[src/hw/rss_regs.vh]
`ifndef RSS_REGS_VH
`define RSS_REGS_VH
// brown-out level fuse codes
`define RSS_DROOP_OFF    3'h7
`define RSS_DROOP_1V8    3'h6
`define RSS_DROOP_2V7    3'h5
`define RSS_DROOP_4V3    3'h4
`define RSS_DROOP_2V3    3'h3
`define RSS_DROOP_2V2    3'h2
`define RSS_DROOP_1V9    3'h1
`define RSS_DROOP_2V0    3'h0
// cause flag bit positions
`define RSS_FLAG_POR     0
`define RSS_FLAG_EXT     1
`define RSS_FLAG_DROOP   2
`define RSS_FLAG_WDT     3
`define RSS_FLAGS_RESET  4'h0
// times in ns, clock period in ns
`define RSS_CLK_NS       25
`define RSS_EXT_MIN_NS   2500
`define RSS_DROOP_MIN_NS 2000
`define RSS_EXT_MIN_CYC  ((`RSS_EXT_MIN_NS + `RSS_CLK_NS - 1) / `RSS_CLK_NS)
`define RSS_DROOP_MIN_CYC ((`RSS_DROOP_MIN_NS + `RSS_CLK_NS - 1) / `RSS_CLK_NS)
`define RSS_STRETCH_DEF  16'h1000
`endif

[src/hw/rss_sync.v]
`timescale 1ns/1ps
`default_nettype none
module rss_sync #(
    parameter RESET_VAL = 1'b0
) (
    input  wire clk,
    input  wire rst_n,
    input  wire d,
    output reg  q
);
    reg meta;

    always @(posedge clk) begin
        if (!rst_n) begin
            meta <= RESET_VAL;
            q    <= RESET_VAL;
        end else begin
            meta <= d;
            q    <= meta;
        end
    end
endmodule
`default_nettype wire

[src/hw/rss_sequencer.v]
// Functional notes
// [RL1] internal reset restores registers, fetch from vector
// [RL2] any active source resets port pins asynchronously
// [RL3] delay counter stretches reset after all inactive
// [RL4] exactly four reset causes are ORed together
// [RL5] long low reset pin causes reset
// [RL6] pin release waits full stretch period
// [RL7] power-on starts counter, supply drop reasserts immediately
// [RL8] decode three-bit brown-out level fuses
// [RL9] brown-out resets at once, releases through counter
// [RL10] ignore brown-out dips shorter than minimum width; pin_reset_async still follows every enabled dip
// [RL11] expired enabled watchdog asserts reset
// [RL12] watchdog keeps running in every sleep
// [RL13] gate input buffers in sleep when io and adc clocks stop
// [RL14] keep wake-up input buffers enabled in sleep
// [RL15] reference powered only when droop, comparator, converter
// [RL16] software waits reference start-up before use
// [RL17] reference kept on in sleep usable at wake
// [RL18] input disable bits switch off pin buffers
// [RL19] watchdog reset is one-cycle pulse, count from fall
// [RL20] sticky cause flags, cleared by zero write
// [RL21] resynchronise sources, keep asynchronous assertion path
// [RL22] counter restarts on any reassertion
`timescale 1ns/1ps
`default_nettype none
`include "rss_regs.vh"
module rss_sequencer #(
    parameter NPINS       = 6,
    parameter CNT_W       = 16,
    parameter STRETCH_CYC = `RSS_STRETCH_DEF
) (
    input  wire             clk,
    input  wire             rst_n,
    input  wire             power_on_below,
    input  wire             reset_pin_n,
    input  wire             wdt_expire,
    input  wire             wdt_enable,
    input  wire             sleep_active,
    input  wire             droop_below,
    input  wire [2:0]       brownout_level_fuses,
    input  wire [CNT_W-1:0] stretch_cycles,
    input  wire             stretch_from_fuses,
    input  wire             io_clk_stopped,
    input  wire             adc_clk_stopped,
    input  wire [NPINS-1:0] wake_pin_mask,
    input  wire [NPINS-1:0] digital_input_disable_reg,
    input  wire             comparator_uses_ref,
    input  wire             converter_enabled,
    input  wire [3:0]       flag_clear_n,
    output wire             pin_reset_async,
    output reg              internal_reset,
    output reg              wdt_reset_pulse,
    output reg              wdt_run,
    output reg  [3:0]       reset_cause_flags,
    output reg  [7:0]       droop_trigger_level,
    output reg              droop_enabled,
    output reg  [NPINS-1:0] input_buffer_en,
    output reg              ref_enable,
    output reg              ref_ready
);
    localparam ST_HOLD  = 2'h0;
    localparam ST_COUNT = 2'h1;
    localparam ST_RUN   = 2'h2;

    wire             por_s;
    wire             pin_low_s;
    wire             wdt_s;
    wire             droop_s;
    wire             droop_seen;
    reg  [7:0]       ext_cnt;
    reg  [7:0]       drp_cnt;
    reg              ext_active;
    reg              drp_active;
    reg              wdt_prev;
    reg  [CNT_W-1:0] stretch_cnt;
    reg  [1:0]       seq_state;
    reg  [1:0]       next_state;
    reg              any_src;
    reg              stretch_done;
    reg  [7:0]       next_level;
    reg  [CNT_W-1:0] period;
    reg  [3:0]       next_flags;
    reg  [NPINS-1:0] next_buf;
    reg              ref_need;

    // [RL21] two-flop resynchronisers
    rss_sync u_por (
        .clk   (clk),
        .rst_n (rst_n),
        .d     (power_on_below),
        .q     (por_s)
    );
    rss_sync u_pin (
        .clk   (clk),
        .rst_n (rst_n),
        .d     (~reset_pin_n),
        .q     (pin_low_s)
    );
    rss_sync u_wdt (
        .clk   (clk),
        .rst_n (rst_n),
        .d     (wdt_expire),
        .q     (wdt_s)
    );
    rss_sync u_drp (
        .clk   (clk),
        .rst_n (rst_n),
        .d     (droop_below),
        .q     (droop_s)
    );

    // a disabled detector never counts a dip
    assign droop_seen = droop_s & droop_enabled;

    // [RL2] clockless pin reset path; combinational by necessity
    assign pin_reset_async = power_on_below | ~reset_pin_n |
                             (droop_below & droop_enabled) | wdt_reset_pulse;

    // [RL8] fuse decode, level in tenths of a volt
    always @* begin
        case (brownout_level_fuses)
            `RSS_DROOP_1V8: next_level = 8'h12;
            `RSS_DROOP_2V7: next_level = 8'h1b;
            `RSS_DROOP_4V3: next_level = 8'h2b;
            `RSS_DROOP_2V3: next_level = 8'h17;
            `RSS_DROOP_2V2: next_level = 8'h16;
            `RSS_DROOP_1V9: next_level = 8'h13;
            `RSS_DROOP_2V0: next_level = 8'h14;
            default:        next_level = 8'h00;
        endcase
    end

    always @* begin
        period = stretch_from_fuses ? stretch_cycles : STRETCH_CYC[CNT_W-1:0];
        if (period == {CNT_W{1'b0}}) begin
            period = {{(CNT_W-1){1'b0}}, 1'b1};
        end
        // [RL4] four causes ORed
        any_src      = por_s | ext_active | drp_active | wdt_reset_pulse;
        // [RL6] release only after full period
        stretch_done = (stretch_cnt + {{(CNT_W-1){1'b0}}, 1'b1} >= period);
    end

    // [RL3] hold while any source, then count
    always @* begin
        next_state = seq_state;
        case (seq_state)
            ST_HOLD, ST_COUNT: begin
                if (any_src) begin
                    next_state = ST_HOLD;
                end else if (stretch_done) begin
                    next_state = ST_RUN;
                end else begin
                    next_state = ST_COUNT;
                end
            end
            ST_RUN: begin
                // [RL7] immediate reassert, no delay
                if (any_src) begin
                    next_state = ST_HOLD;
                end
            end
            default: begin
                next_state = ST_HOLD;
            end
        endcase
    end

    // [RL1] internal_reset drives the core's register reset
    always @(posedge clk) begin
        if (!rst_n) begin
            seq_state      <= ST_HOLD;
            stretch_cnt    <= {CNT_W{1'b0}};
            internal_reset <= 1'b1;
        end else begin
            seq_state      <= next_state;
            internal_reset <= (next_state != ST_RUN);
            // [RL22] restart on reassertion
            if (any_src) begin
                stretch_cnt <= {CNT_W{1'b0}};
            end else if (next_state == ST_COUNT) begin
                stretch_cnt <= stretch_cnt + {{(CNT_W-1){1'b0}}, 1'b1};
            end
        end
    end

    // [RL8] registered level and enable
    always @(posedge clk) begin
        if (!rst_n) begin
            droop_trigger_level <= 8'h00;
            droop_enabled       <= 1'b0;
        end else begin
            droop_trigger_level <= next_level;
            droop_enabled       <= (brownout_level_fuses != `RSS_DROOP_OFF);
        end
    end

    // [RL5] pin low must outlast minimum width
    always @(posedge clk) begin
        if (!rst_n) begin
            ext_cnt    <= 8'h00;
            ext_active <= 1'b0;
        end else if (!pin_low_s) begin
            ext_cnt    <= 8'h00;
            ext_active <= 1'b0;
        end else if (ext_cnt >= `RSS_EXT_MIN_CYC) begin
            ext_active <= 1'b1;
        end else begin
            ext_cnt <= ext_cnt + 8'h01;
        end
    end

    // [RL10] short dips filtered out
    // [RL9] long dip resets, release via counter
    always @(posedge clk) begin
        if (!rst_n) begin
            drp_cnt    <= 8'h00;
            drp_active <= 1'b0;
        end else if (!droop_seen) begin
            drp_cnt    <= 8'h00;
            drp_active <= 1'b0;
        end else if (drp_cnt >= `RSS_DROOP_MIN_CYC) begin
            drp_active <= 1'b1;
        end else begin
            drp_cnt <= drp_cnt + 8'h01;
        end
    end

    // [RL11] expiry only counts while enabled
    always @(posedge clk) begin
        if (!rst_n) begin
            wdt_prev        <= 1'b0;
            wdt_reset_pulse <= 1'b0;
            wdt_run         <= 1'b0;
        end else begin
            wdt_prev        <= wdt_s;
            // [RL19] single-cycle pulse on expiry edge
            wdt_reset_pulse <= wdt_s & ~wdt_prev & wdt_enable;
            // [RL12] sleep never stops the watchdog
            wdt_run         <= wdt_enable;
        end
    end

    // [RL20] sticky cause flags, set beats clear
    always @* begin
        next_flags = reset_cause_flags & flag_clear_n;
        if (por_s) begin
            // power-on wipes the other causes
            next_flags = 4'h1;
        end else begin
            if (ext_active) begin
                next_flags[`RSS_FLAG_EXT] = 1'b1;
            end
            if (drp_active) begin
                next_flags[`RSS_FLAG_DROOP] = 1'b1;
            end
            if (wdt_reset_pulse) begin
                next_flags[`RSS_FLAG_WDT] = 1'b1;
            end
        end
    end

    always @(posedge clk) begin
        if (!rst_n) begin
            reset_cause_flags <= `RSS_FLAGS_RESET;
        end else begin
            reset_cause_flags <= next_flags;
        end
    end

    // [RL13] gate buffers in sleep when io and adc clocks stop
    // [RL14] wake pins stay enabled
    // [RL18] disable bits always win for analog pins
    always @* begin
        if (sleep_active && io_clk_stopped && adc_clk_stopped) begin
            next_buf = wake_pin_mask & ~digital_input_disable_reg;
        end else begin
            next_buf = ~digital_input_disable_reg;
        end
    end

    always @(posedge clk) begin
        if (!rst_n) begin
            input_buffer_en <= {NPINS{1'b0}};
        end else begin
            input_buffer_en <= next_buf;
        end
    end

    // [RL15] reference on only when a user needs it
    always @* begin
        ref_need = droop_enabled | comparator_uses_ref | converter_enabled;
    end

    always @(posedge clk) begin
        if (!rst_n) begin
            ref_enable <= 1'b0;
            ref_ready  <= 1'b0;
        end else begin
            ref_enable <= ref_need;
            // [RL17] staying on keeps ready; software times start-up
            ref_ready  <= ref_enable & ref_need;
        end
    end
endmodule
`default_nettype wire

[config.mk]
export PLATFORM = sky130hd
export DESIGN_NAME = rss_sequencer
export DESIGN_NICKNAME = d
export VERILOG_FILES = /design/src/hw/rss_sync.v /design/src/hw/rss_sequencer.v
export VERILOG_INCLUDE_DIRS = /design/src /design/src/hw
export SDC_FILE = /design/constraint.sdc
export NUM_CORES = 1
export LEC_CHECK = 0
export ABC_AREA = 1
export BUFFER_PORTS_ARGS = -buffer_cell sky130_fd_sc_hd__buf_2
export CORE_MARGIN = 5
export CORE_UTILIZATION = 40
export CTS_BUF_LIST = sky130_fd_sc_hd__clkbuf_8
export CTS_CLUSTER_SIZE = 28
export DETAILED_ROUTE_END_ITERATION = 10
export PLACE_DENSITY = 0.67
export SYNTH_ARGS = -nofsm -noshare
export SYNTH_HDL_FRONTEND = slang
export SYNTH_HIERARCHICAL = 1
export SYNTH_SLANG_ARGS = --single-unit
[constraint.sdc]
create_clock -name clk -period 6 [get_ports clk]
set_input_delay 0.3 -clock clk [delete_from_list [all_inputs] [get_ports clk]]
set_output_delay 0.3 -clock clk [all_outputs]
set_load 0.01 [all_outputs]
==> impl_metrics.json <==
{
  "drive_above_1_share_pct": 20.0,
  "numCtsBuffers": 9,
  "min_period_over_period_pct": 47.3,
  "io_buffer_count": 70,
  "critPathKind": "flop to flop",
  "max_stage_delay_ns": 0.43,
  "start_util_pct": 40.5,
  "worstReg2RegEnd": "stretch_cnt[4]$_SDFFE_PP0N_",
  "leakage_uw": 0.00196,
  "dr_total_vias": 2833,
  "synth_area_leader_cell": "dfxtp_1",
  "cts_buffer_depth": 2,
  "cts_tree": "done",
  "post-route-min-period_ns": 2.84,
  "synthFlopType": "dfxtp_1",
  "cts.sinks": 67,
  "postCtsSetupRepairBufs": 0,
  "synthMostInstantiatedCell": "nand2_1",
  "dr.pass1.iters": 4,
  "synth_top_area_share_pct": 40.7,
  "power.density_nw_per_um2": 361,
  "clkSlewWorstSetupHoldPaths_ns": 0.08,
  "setup_viol": 0,
  "rows": 33,
  "synth_area_leaders": "dfxtp_1 (41%), nand2_1 (11%), inv_1 (8.2%), ha_1 (8.0%), nor2_1 (7.1%)",
  "grt_pass1_vias": 2810,
  "drt_wl_total_um": 6930,
  "holdBufCountCts": 0,
  "dieArea_sq_um": 10100,
  "grt_max_degree": 32,
  "clock_latency_ns": 0.34,
  "ys_types": 39,
  "synth_warnings": 6,
  "ir_drop_v": 0.000185,
  "fmax_mhz": 352,
  "skew_ns": 0.00873,
  "post_drt_via_cell_ratio": 4.53,
  "core_area_sq_um": 8130,
  "cp_cell_sequence": "ha_1 > nand2_2 > nor3_2 > nand2_1 > xor2_1 > inv_1 > ha_1 > nand2_1 > o21ai_1 > a21oi_4 > nand3_4 > nand2_1 > nand2_1 > nor2_1",
  "worst_pin_slew_ns": 1.14,
  "antenna_found_initial": 0,
  "reg2reg_slack_ns": 3.16,
  "synth-seq-cells": 67,
  "antenna_cells": 0,
  "end_kind": "flop",
  "min_to": "input_buffer_en[3]$_SDFF_PN0_",
  "final.setup.tns_ns": 0,
  "maxSlewViolCount": 0,
  "dp_hpwl_um": 5430,
  "required_ns": 6.28,
  "min_path_cells": 2,
  "final_area_sq_um": 3940,
  "die_w_um": 101,
  "fin_cells": 626,
  "grt_overflow": 0,
  "synth_edf_count": 0,
  "timing.rr.start": "stretch_cnt[0]$_SDFFE_PP0N_",
  "die_y_um": 101,
  "track_usage_pct": 14.7,
  "yosysSeqAreaShare_pct": 40.7,
  "power_uw": 1420,
  "cpMaxStageDelayCell": "dfxtp_1",
  "dp_cells": 610,
  "critPathMostFrequentCell": "nand2_1",
  "cts-resized-gates": 0,
  "yosys-top-cells-count": "nand2_1 (97), inv_1 (72), dfxtp_1 (67)",
  "cp_max_fo": 31,
  "cts_max_level": 3,
  "fin_nets": 585,
  "syn2layout_area_growth_pct": 19.5,
  "postPlaceCellArea_sq_um": 3700,
  "arrival_ns": 3.12,
  "wl_per_cell_um": 11.1,
  "drc": 0,
  "outcome": "finished clean",
  "syn_area_per_cell_sq_um": 7.43,
  "cts_root_buf": "clkbuf_8",
  "synthCells": 443,
  "hold_class": "input pin to flop",
  "postRouteAntennaNets": 0,
  "rsz0062_at_grt": "false",
  "max-slew-margin-rel_pct": 23.7,
  "worstHoldStart": "digital_input_disable_reg[3]",
  "grt_pass1_wl_um": 12100,
  "drv_cap": 0,
  "first_iter_violations": 117,
  "cp-start-kind": "flop",
  "reg2regPathDepth": 14,
  "syn_area_sq_um": 3290,
  "place_congestion": 0.940,
  "ioPinCount": 73,
  "hold_violations": 0,
  "ys_async_sr_fraction_pct": 0
}
## cells in the final DEF (no fill, tap or decap), drive strengths merged, types with 3 or more instances in the layout
master,n
nand2,102
inv,77
buf,70
dfxtp,67
nor2,67
a21oi,24
ha,21
o21ai,18
nand3,13
xor2,12
nand4,11
clkbuf,9
nor3,8
o21a,3
## sequential cells by signal (all words and copies together) (netlist names), 2 cells and up
register / cells
stretch_cnt: 16
drp_cnt: 8
ext_cnt: 8
droop_trigger_level: 6
input_buffer_en: 6
reset_cause_flags: 4
seq_state: 2
## logic make-up (layout without fill, tap and decap cells)
family / count (synthesis) / count (layout) / share of synthesized area [%]
xor+xnor: 13 / 13 / 3.46
buf+inv: 83 / 160 / 10.6
simple gates: 206 / 206 / 27.9
compound gates: 52 / 52 / 9.20
flops: 67 / 67 / 40.7
fa+ha+maj: 21 / 21 / 7.98
other cells: 1 / 2 / 0.114
## where the power goes
group	total, uW	internal (uW)	switching, uW	leakage, uW
sequential	543	499	43.3	0.000550
clock	432	242	190	0.000117
combinational	447	168	279	0.00129
## area by class of cell
class                   count  area (sq um)
clock buffers               9           124
clock inverters             7           106
fillers                   786          4200
inverters                  74           278
multi-input cells         294          1600
flip-flops and latches     67          1340
well taps                 105           131
repair buffers             70           350
## per-layer routing
metal / share of wire [%] / routed length (um) / track usage [%]
met2: 45 / 3100 / 24.2
met1: 45 / 3140 / 17.5
met5: 0 / 0 / 0
met3: 7.6 / 528 / 4.36
met4: 2.3 / 162 / 7.15
## metrics by stage
step | setup slack [ns] | util [%] | hold WS [ns]
6_report | 3.16 | 48.4 | 0.0961
5_1_grt | 2.84 | 48.4 | 0.0800
4_1_cts | 3.13 | 48.4 | 0.0793
3_3_place_gp | 3.25 | 45.5 | 0.386
2_1_floorplan | 3.67 | - | 0.372
3_5_place_dp | 3.15 | 45.5 | 0.382
## worst max path at each step
| stage | start | end | slack, ns | cells past startpoint |
|---|---|---|---|---|
| 2_1_floorplan | stretch_cnt[0]$_SDFFE_PP0N_ | stretch_cnt[15]$_SDFFE_PP0N_ | 3.67 | 14 |
| 3_3_place_gp | stretch_cnt[0]$_SDFFE_PP0N_ | stretch_cnt[12]$_SDFFE_PP0N_ | 3.25 | 14 |
| 3_5_place_dp | stretch_cnt[0]$_SDFFE_PP0N_ | stretch_cnt[4]$_SDFFE_PP0N_ | 3.15 | 14 |
| 4_1_cts | stretch_cnt[0]$_SDFFE_PP0N_ | stretch_cnt[4]$_SDFFE_PP0N_ | 3.13 | 14 |
| 5_1_grt | stretch_cnt[0]$_SDFFE_PP0N_ | stretch_cnt[7]$_SDFFE_PP0N_ | 2.84 | 14 |
| 6_report | stretch_cnt[0]$_SDFFE_PP0N_ | stretch_cnt[4]$_SDFFE_PP0N_ | 3.16 | 14 |
## worst max-delay path, delay by kind of cell (launching register included)
family / cells / cell delay, ns
fa+ha+maj: 2 / 0.52
simple gates: 8 / 1.24
xor+xnor: 1 / 0.14
compound gates: 2 / 0.36
flops: 1 / 0.43
buf+inv: 1 / 0.07
Power figures use the tool's default switching activity.
